**src/hdl/lcc_pkg.sv**
```systemverilog
// Constants shared by the logic cell control block
package lcc_pkg;

	// Register byte offsets
	localparam logic [11:0] LCC_OFS_CONTROL = 12'h000;
	localparam logic [11:0] LCC_OFS_CONFIG  = 12'h004;
	localparam logic [11:0] LCC_OFS_STATUS  = 12'h008;

	// Field positions in cell_control
	localparam int LCC_BIT_ENABLE    = 7;
	localparam int LCC_BIT_PIN_DRIVE = 6;
	localparam int LCC_BIT_READBACK  = 5;
	localparam int LCC_BIT_RISE_EN   = 4;
	localparam int LCC_BIT_FALL_EN   = 3;
	localparam int LCC_FSEL_LSB      = 0;
	localparam int LCC_FSEL_W        = 3;

	// Field positions in the config and status words
	localparam int LCC_BIT_INVERT    = 0;
	localparam int LCC_BIT_EVENT     = 0;
	localparam int LCC_GATE_LSB      = 4;
	localparam int LCC_GATES         = 4;

	// Reset values
	localparam logic [7:0]  LCC_CONTROL_RST = 8'h00;
	localparam logic        LCC_INVERT_RST  = 1'b0;

	// Function select codes
	localparam logic [2:0] LCC_FN_AND_OR   = 3'h0;
	localparam logic [2:0] LCC_FN_OR_XOR   = 3'h1;
	localparam logic [2:0] LCC_FN_AND4     = 3'h2;
	localparam logic [2:0] LCC_FN_SR_LATCH = 3'h3;
	localparam logic [2:0] LCC_FN_DFF_SR   = 3'h4;
	localparam logic [2:0] LCC_FN_DFF_R    = 3'h5;
	localparam logic [2:0] LCC_FN_JK_R     = 3'h6;
	localparam logic [2:0] LCC_FN_LATCH_SR = 3'h7;

	// Synchroniser depth for pin inputs
	localparam int LCC_SYNC_STAGES = 3;

endpackage : lcc_pkg

```
**src/hdl/lcc_top.sv**
```systemverilog
// Logic cell control stage with APB register access
// Summary of operation
// The cell runs only while its enable bit is set.
// Bit 6 of the control register drives the cell output onto its pin; here the pin is driven only while enable bit 7 is also set.
// Bit 5 is read-only and returns the cell output after inversion.
// With bit 4 set every rising output edge sets the event flag.
// With bit 3 set every falling output edge sets the event flag.
// The event flag stays until software clears it; a new edge wins.
// Bits 2 to 0 select one of eight functions of the four gates.
// Code 000 ORs the product of gates 1,2 with that of gates 3,4.
// Code 010 is the AND of all four gates.
// Code 100 is a D flop with set and reset taken from gates.
// Code 101 is a D flop on two ANDed gates with a gate reset.
// Code 110 is a J-K flop with reset, all signals from gates.
// Code 111 is a transparent latch with set and reset from gates.
// Code 001 is OR-XOR and code 011 is a set-reset latch.
// Any reset clears the control register to zero.
// Control resets to zero, leaving the cell off and events disarmed.
//
// Added by the designer: the APB interface to the registers and the register offsets.
module lcc_top
	import lcc_pkg::*;
(
	// Clock and reset
	input  wire logic                 pclk,
	input  wire logic                 presetn,
	// APB slave
	input  wire logic                 psel,
	input  wire logic                 penable,
	input  wire logic                 pwrite,
	input  wire logic [11:0]          paddr,
	input  wire logic [31:0]          pwdata,
	input  wire logic [3:0]           pstrb,
	output logic      [31:0]          prdata,
	output logic                      pready,
	output logic                      pslverr,
	// Gate outputs from the gating stage, asynchronous
	input  wire logic [LCC_GATES-1:0] gate_in,
	// Cell output to other peripherals and its pin
	output logic                      cell_out,
	output logic                      cell_pin_out,
	output logic                      cell_pin_oe_n,
	// Event flag level
	output logic                      edge_event_flag
);

	typedef struct packed {
		logic                  cell_enable;
		logic                  pin_drive_enable;
		logic                  rise_event_enable;
		logic                  fall_event_enable;
		logic [LCC_FSEL_W-1:0] function_select;
		logic                  output_invert;
		logic                  event_flag;
		logic                  cell_out;
		logic                  out_prev;
		logic [31:0]           rdata;
	} lcc_top_s;

	lcc_top_s               st_ff;
	lcc_top_s               nxt_st;
	logic [LCC_GATES-1:0]   gate_sync;
	logic                   logic_val;
	logic                   setup_ph;
	logic                   access_ph;
	logic                   wr_lo;
	logic                   hit_ctrl;
	logic                   hit_cfg;
	logic                   hit_stat;
	logic                   rise_seen;
	logic                   fall_seen;
	logic [7:0]             ctrl_word;

	lcc_sync #(
		.W        (LCC_GATES)
	) u_sync (
		.pclk     (pclk),
		.presetn  (presetn),
		.async_in (gate_in),
		.sync_out (gate_sync)
	);

	lcc_func u_func (
		.pclk            (pclk),
		.presetn         (presetn),
		.enable          (st_ff.cell_enable),
		.function_select (st_ff.function_select),
		.gate            (gate_sync),
		.logic_out       (logic_val)
	);

	// Bus decode
	assign setup_ph  = psel & ~penable;
	assign access_ph = psel & penable;
	assign hit_ctrl  = (paddr == LCC_OFS_CONTROL);
	assign hit_cfg   = (paddr == LCC_OFS_CONFIG);
	assign hit_stat  = (paddr == LCC_OFS_STATUS);
	// Only the low byte holds fields, so only its strobe matters
	assign wr_lo     = access_ph & pwrite & pstrb[0];

	// Assembled control word as software sees it
	always_comb begin
		ctrl_word                  = LCC_CONTROL_RST;
		ctrl_word[LCC_BIT_ENABLE]  = st_ff.cell_enable;
		// pin drive bit
		ctrl_word[LCC_BIT_PIN_DRIVE] = st_ff.pin_drive_enable;
		// live output readback
		ctrl_word[LCC_BIT_READBACK] = st_ff.cell_out;
		ctrl_word[LCC_BIT_RISE_EN] = st_ff.rise_event_enable;
		ctrl_word[LCC_BIT_FALL_EN] = st_ff.fall_event_enable;
		ctrl_word[LCC_FSEL_LSB +: LCC_FSEL_W] = st_ff.function_select;
	end

	always_comb begin
		nxt_st = st_ff;

		// Control register writes; readback bit ignores writes
		if (wr_lo && hit_ctrl) begin
			// enable bit
			nxt_st.cell_enable       = pwdata[LCC_BIT_ENABLE];
			nxt_st.pin_drive_enable  = pwdata[LCC_BIT_PIN_DRIVE];
			nxt_st.rise_event_enable = pwdata[LCC_BIT_RISE_EN];
			nxt_st.fall_event_enable = pwdata[LCC_BIT_FALL_EN];
			// function select field
			nxt_st.function_select   =
				pwdata[LCC_FSEL_LSB +: LCC_FSEL_W];
		end
		if (wr_lo && hit_cfg) begin
			nxt_st.output_invert = pwdata[LCC_BIT_INVERT];
		end

		// output sampled after inversion
		nxt_st.cell_out = st_ff.cell_enable &
			(logic_val ^ st_ff.output_invert);
		nxt_st.out_prev = st_ff.cell_out;

		// Inverting a running cell makes an edge, and so an event if that edge direction is armed
		rise_seen = st_ff.cell_out & ~st_ff.out_prev;
		fall_seen = ~st_ff.cell_out & st_ff.out_prev;

		// write one clears, checked before the set
		if (wr_lo && hit_stat && pwdata[LCC_BIT_EVENT]) begin
			nxt_st.event_flag = 1'b0;
		end
		// rising edge sets the flag
		if (rise_seen && st_ff.rise_event_enable) begin
			nxt_st.event_flag = 1'b1;
		end
		// falling edge sets the flag
		if (fall_seen && st_ff.fall_event_enable) begin
			nxt_st.event_flag = 1'b1;
		end

		// Read data is captured in the setup cycle
		if (setup_ph) begin
			nxt_st.rdata = 32'h0000_0000;
			if (hit_ctrl) begin
				nxt_st.rdata[7:0] = ctrl_word;
			end else if (hit_cfg) begin
				nxt_st.rdata[LCC_BIT_INVERT] = st_ff.output_invert;
			end else if (hit_stat) begin
				nxt_st.rdata[LCC_BIT_EVENT] = st_ff.event_flag;
				nxt_st.rdata[LCC_GATE_LSB +: LCC_GATES] = gate_sync;
			end
		end
	end

	always_ff @(posedge pclk or negedge presetn) begin
		if (!presetn) begin
			// control cleared on reset
			st_ff.cell_enable       <= LCC_CONTROL_RST[LCC_BIT_ENABLE];
			st_ff.pin_drive_enable  <= LCC_CONTROL_RST[LCC_BIT_PIN_DRIVE];
			// events disarmed
			st_ff.rise_event_enable <= LCC_CONTROL_RST[LCC_BIT_RISE_EN];
			st_ff.fall_event_enable <= LCC_CONTROL_RST[LCC_BIT_FALL_EN];
			st_ff.function_select   <=
				LCC_CONTROL_RST[LCC_FSEL_LSB +: LCC_FSEL_W];
			st_ff.output_invert     <= LCC_INVERT_RST;
			st_ff.event_flag        <= 1'b0;
			st_ff.cell_out          <= 1'b0;
			st_ff.out_prev          <= 1'b0;
			st_ff.rdata             <= 32'h0000_0000;
		end else begin
			st_ff <= nxt_st;
		end
	end

	// One wait-free access phase; read data already stands from setup
	assign pready  = 1'b1;
	assign pslverr = access_ph & ~(hit_ctrl | hit_cfg | hit_stat);
	assign prdata  = st_ff.rdata;

	assign cell_out        = st_ff.cell_out;
	assign cell_pin_out    = st_ff.cell_out;
	// pin driven only when enabled and drive bit set
	assign cell_pin_oe_n   = ~(st_ff.cell_enable & st_ff.pin_drive_enable);
	assign edge_event_flag = st_ff.event_flag;

endmodule : lcc_top

```
**src/hdl/lcc_sync.sv**
```systemverilog
// Three-stage synchroniser that accepts a change once stages two and three agree
module lcc_sync
	import lcc_pkg::*;
#(
	parameter int W = LCC_GATES
) (
	// Clock and reset
	input  wire logic         pclk,
	input  wire logic         presetn,
	// Asynchronous inputs and filtered result
	input  wire logic [W-1:0] async_in,
	output logic      [W-1:0] sync_out
);

	typedef struct packed {
		logic [W-1:0] s1;
		logic [W-1:0] s2;
		logic [W-1:0] s3;
		logic [W-1:0] stable;
	} lcc_sync_s;

	lcc_sync_s st_ff;
	lcc_sync_s nxt_st;

	always_comb begin
		nxt_st    = st_ff;
		nxt_st.s1 = async_in;
		// Stage one feeds only stage two
		nxt_st.s2 = st_ff.s1;
		nxt_st.s3 = st_ff.s2;
		for (int i = 0; i < W; i++) begin
			if (st_ff.s2[i] == st_ff.s3[i]) begin
				nxt_st.stable[i] = st_ff.s3[i];
			end
		end
	end

	always_ff @(posedge pclk or negedge presetn) begin
		if (!presetn) begin
			st_ff <= '0;
		end else begin
			st_ff <= nxt_st;
		end
	end

	assign sync_out = st_ff.stable;

endmodule : lcc_sync

```
**src/hdl/lcc_func.sv**
```systemverilog
// Eight selectable logic functions that combine the four gate levels
module lcc_func
	import lcc_pkg::*;
(
	// Clock and reset
	input  wire logic                  pclk,
	input  wire logic                  presetn,
	// Control
	input  wire logic                  enable,
	input  wire logic [LCC_FSEL_W-1:0] function_select,
	// Gate levels, index 0 is gate 1
	input  wire logic [LCC_GATES-1:0]  gate,
	// Result before inversion
	output logic                       logic_out
);

	typedef struct packed {
		logic q;
		logic clk_prev;
	} lcc_func_s;

	lcc_func_s st_ff;
	lcc_func_s nxt_st;
	logic      comb_val;
	logic      seq_mode;
	logic      clk_rise;
	logic      s_in;
	logic      r_in;

	always_comb begin
		nxt_st          = st_ff;
		nxt_st.clk_prev = gate[0];
		clk_rise        = gate[0] & ~st_ff.clk_prev;
		s_in            = gate[3];
		r_in            = gate[2];
		comb_val        = 1'b0;
		seq_mode        = 1'b1;
		case (function_select)
			// AND-OR
			LCC_FN_AND_OR: begin
				comb_val = (gate[0] & gate[1]) | (gate[2] & gate[3]);
				seq_mode = 1'b0;
			end
			// OR-XOR
			LCC_FN_OR_XOR: begin
				comb_val = (gate[0] | gate[1]) ^ (gate[2] | gate[3]);
				seq_mode = 1'b0;
			end
			// four-input AND
			LCC_FN_AND4: begin
				comb_val = &gate;
				seq_mode = 1'b0;
			end
			// set-reset latch
			LCC_FN_SR_LATCH: begin
				if (gate[2] | gate[3]) begin
					nxt_st.q = 1'b0;
				end else if (gate[0] | gate[1]) begin
					nxt_st.q = 1'b1;
				end
			end
			// D flop with set and reset
			LCC_FN_DFF_SR: begin
				if (r_in) begin
					nxt_st.q = 1'b0;
				end else if (s_in) begin
					nxt_st.q = 1'b1;
				end else if (clk_rise) begin
					nxt_st.q = gate[1];
				end
			end
			// two-input D flop with reset
			LCC_FN_DFF_R: begin
				if (r_in) begin
					nxt_st.q = 1'b0;
				end else if (clk_rise) begin
					nxt_st.q = gate[1] & gate[3];
				end
			end
			// J-K flop with reset
			LCC_FN_JK_R: begin
				if (r_in) begin
					nxt_st.q = 1'b0;
				end else if (clk_rise) begin
					case ({gate[1], gate[3]})
						2'b10:   nxt_st.q = 1'b1;
						2'b01:   nxt_st.q = 1'b0;
						2'b11:   nxt_st.q = ~st_ff.q;
						default: nxt_st.q = st_ff.q;
					endcase
				end
			end
			// transparent latch with set and reset
			LCC_FN_LATCH_SR: begin
				if (r_in) begin
					nxt_st.q = 1'b0;
				end else if (s_in) begin
					nxt_st.q = 1'b1;
				end else if (gate[0]) begin
					nxt_st.q = gate[1];
				end
			end
			default: begin
				seq_mode = 1'b0;
			end
		endcase
		// disabled cell holds zero
		if (!enable) begin
			nxt_st.q = 1'b0;
		end
		// Set, reset and open latch act without waiting for a clock edge
		logic_out = enable & (seq_mode ? nxt_st.q : comb_val);
	end

	always_ff @(posedge pclk or negedge presetn) begin
		if (!presetn) begin
			st_ff <= '0;
		end else begin
			st_ff <= nxt_st;
		end
	end

endmodule : lcc_func

```
**config.mk**
```make
export PLATFORM = sky130hd
export DESIGN_NAME = lcc_top
export DESIGN_NICKNAME = d
export VERILOG_FILES = /design/src/hdl/lcc_pkg.sv /design/src/hdl/lcc_top.sv /design/src/hdl/lcc_sync.sv /design/src/hdl/lcc_func.sv
export SDC_FILE = /design/constraint.sdc
export NUM_CORES = 1
export LEC_CHECK = 0
export ABC_AREA = 1
export BUFFER_PORTS_ARGS = -buffer_cell sky130_fd_sc_hd__clkbuf_2
export CORE_UTILIZATION = 50
export CTS_BUF_LIST = sky130_fd_sc_hd__clkbuf_8
export DETAILED_ROUTE_END_ITERATION = 10
export PLACE_DENSITY = 0.94
export SLEW_MARGIN = 40
export SYNTH_ARGS = -nofsm -noshare
export SYNTH_HDL_FRONTEND = slang
export SYNTH_SLANG_ARGS = --single-unit
```
**constraint.sdc**
```tcl
create_clock -name pclk -period 3.5 [get_ports pclk]
set_input_delay 0 -clock pclk [delete_from_list [all_inputs] [get_ports pclk]]
set_output_delay 0 -clock pclk [all_outputs]
set_load 0.03 [all_outputs]
```
==> impl_metrics.csv <==
group,metric,value,unit
detailed_routing,drc,0,
clocking,cts_setup_buffers,0,
detailed_routing,dr.pass1.iters,4,
pwr,ir_drop,0.0003198,V
pwr,p_leak,1.120,nW
synthesis,syn_inst,207,
synthesis,synthAdderAreaFrac,0.02158,
clocking,clockBufferDepth,2,
detailed_routing,drt_wl_total,3467,µm
synthesis,syn_area_per_cell,8.964,µm²
detailed_routing,via_count,1430,
run,drv_cap,0,
sta,fin_crit_sh,0.4349,
worst_setup_path,endpoint_kind,"flip-flop",
finish,final_nets,311,
synthesis,synth_cell_types,27,
clocking,clock-sinks,37,
worst_setup_path,required,3.68,ns
global_routing,grt_pass1_wl,6113,µm
synthesis,netlist_area,1856,µm²
global_routing,grt_use_total,0.2039,
worst_setup_path,crit_fanout,7,
synthesis,synthMuxAreaShare,0.02225,
clocking,clk_pin_slew,0.07,ns
clocking,cts.htree.levels,2,
worst_setup_path,criticalPathCategory,"reg2reg",
die,pin_count,95,
pwr,powerDensity,437.0,nW/µm²
finish,fin_cells,301,
finish,seq_area,925.9,µm²
placed_design,gp_congestion,0.8875,
placed_design,port_buffers,41,
sta,finalSetupViolCount,0,
worst_setup_path,arrival,1.70,ns
detailed_routing,ant_nets,0,
finish,multi_input_area,676.9,µm²
die,die_w,62.92,µm
synthesis,synth_seq_cells,37,
hold_path,hold_class,"in2reg",
clocking,cts_tree,"done",
detailed_routing,via_per_inst,4.751,
clocking,numCtsBuffers,5,
sta,slew_violations,0,
synthesis,synth_compound_area_frac,0.08227,
global_routing,grt-ovfl-total,0,
sta,rsz0062_at_grt,"false",
die,die-area,3959,µm²
finish,num_antenna_cells,0,
finish,fillers,307,
die,start_util,0.5391,
die,core,3442,µm²
sta,min_period,1.522,ns
finish,final_cell_mix,"40 x clkbuf_2, 37 x dfrtp_1, 34 x nand2_1",
placed_design,dp.final_hpwl,2329,µm
synthesis,yosysSeqAreaShare,0.4990,
clocking,clk_latency,0.29,ns
finish,drive_above_1_share,0.2235,
detailed_routing,wl_per_cell,11.52,µm
sta,fin_setup_tns,0,ns
synthesis,synth-xor-area-share,0.004720,
placed_design,dp_cells,281,
die,die_h,62.92,µm
global_routing,grt_pass1_vias,1350,
synthesis,yosys_warnings,0,
finish,finish.utilization,0.6310,
clocking,post_cts_resized,0,
global_routing,antenna_found_initial,0,
die,num_rows,21,
sta,fin_skew,0.002434,ns
run_status,status,"complete, no violations",
clocking,root_buffer,"clkbuf_8",
sta,fmax,0.6570,GHz
synthesis,synth-simple-area-share,0.1834,
finish,final_common_cell,"clkbuf_2",
worst_setup_path,cp-start-kind,"flip-flop",
finish,area_growth,17.06,%
synthesis,synth_top_family_by_area,"simple AND/OR/NAND/NOR gates",
sta,hold_viol_final,0,
global_routing,grt_max_degree,38,
pwr,total_power,0.0009492,W
clocking,hold_buffers,12,
detailed_routing,drtIter0Drc,78,
==> cell type report <==
| type | instances | area share |
|---|---|---|
| clock buffer | 5 | 0.03168 |
| clock inverter | 3 | 0.02131 |
| inverter | 18 | 0.03168 |
| multi-input combinational | 139 | 0.3116 |
| sequential | 37 | 0.4263 |
| tap | 46 | 0.02650 |
| timing repair buffer | 53 | 0.1509 |
==> Yosys cell counts (all sizes together) <==
| master | n | area (µm²) |
|---|---|---|
| a221oi | 4 | 35.03 |
| maj3 | 4 | 40.04 |
| dfrtp | 37 | 925.9 |
| a31oi | 1 | 6.260 |
| a211oi | 1 | 7.510 |
| a21oi | 8 | 40.04 |
| nand2 | 35 | 133.9 |
| inv | 17 | 63.81 |
| o311ai | 1 | 8.760 |
| clkinv | 1 | 5.000 |
| xor2 | 1 | 8.760 |
| buf | 35 | 266.5 |
| nor3 | 3 | 20.02 |
| mux2 | 3 | 41.29 |
| nand3 | 12 | 65.06 |
| nor4 | 1 | 6.260 |
| nor2 | 30 | 115.1 |
| o21ai | 8 | 40.04 |
| clkbuf | 1 | 3.750 |
| o31ai | 2 | 15.01 |
| conb | 2 | 7.510 |
==> critical path, cell delays in order (launching register included) <==
cell and delay [ns]:
dfrtp_1 0.46, nor2_1 0.19, a21oi_1 0.10, o21ai_0 0.23, nand3_1 0.12, nand3_1 0.12
nand3_1 0.08, nand2_1 0.07, nor2_1 0.04
==> power breakdown <==
| group | switching (W) | internal, W | total, W |
|---|---|---|---|
| registers | 0.0000152 | 0.000445 | 0.000461 |
| logic | 0.0000845 | 0.0000379 | 0.000122 |
| clock network | 0.000153 | 0.000213 | 0.000366 |
==> cell families after synthesis <==
family,Yosys count
AOI/OAI and AO/OA,25
xor gates and xnor gates,1
adders and majority gates,4
buffers and inverters,54
DFF,37
muxes,3
other,2
and+or+nand+nor,81
==> registers in the layout (all words and copies together), names as in the netlist, 2 cells and up <==
name             count
u_sync.sync_out      4
prdata               8
ctrl_word            7
st_ff                2
u_sync.nxt_st        8
u_sync.st_ff         4
u_func.st_ff         2
==> metal layers <==
| layer | share of wire | global-route usage |
|---|---|---|
| met5 | 0 | 0 |
| met1 | 0.40 | 0.2437 |
| met3 | 0.074 | 0.04380 |
| met4 | 0.027 | 0.1163 |
| met2 | 0.50 | 0.3374 |
==> per-stage QoR <==
stage	setup WS, ns	hold slack, ns	area [µm²]
2_1_floorplan	2.208	-0.2956	1942
3_3_place_gp	2.087	0.1077	1934
3_5_place_dp	2.014	0.01834	1937
4_1_cts	1.990	0.05926	2172
5_1_grt	1.735	0.09498	2172
6_report	1.978	0.07536	2172
==> worst paths after layout <==
path / start / to / slack [ns] / cells past startpoint
setup reg to reg: u_sync.sync_out[0] / cell_out / 1.98 / 8
hold / removal: penable / prdata[6] / 0.08 / 4
max in group asynchronous: presetn / edge_event_flag / 2.93 / 2
min in group asynchronous: presetn / u_sync.sync_out[1] / 0.23 / 2
hold reg to reg: u_sync.nxt_st[10] / u_sync.nxt_st[6] / 0.35 / 0
setup / recovery: u_sync.sync_out[0] / cell_out / 1.98 / 8
Power figures use the tool's default switching activity.
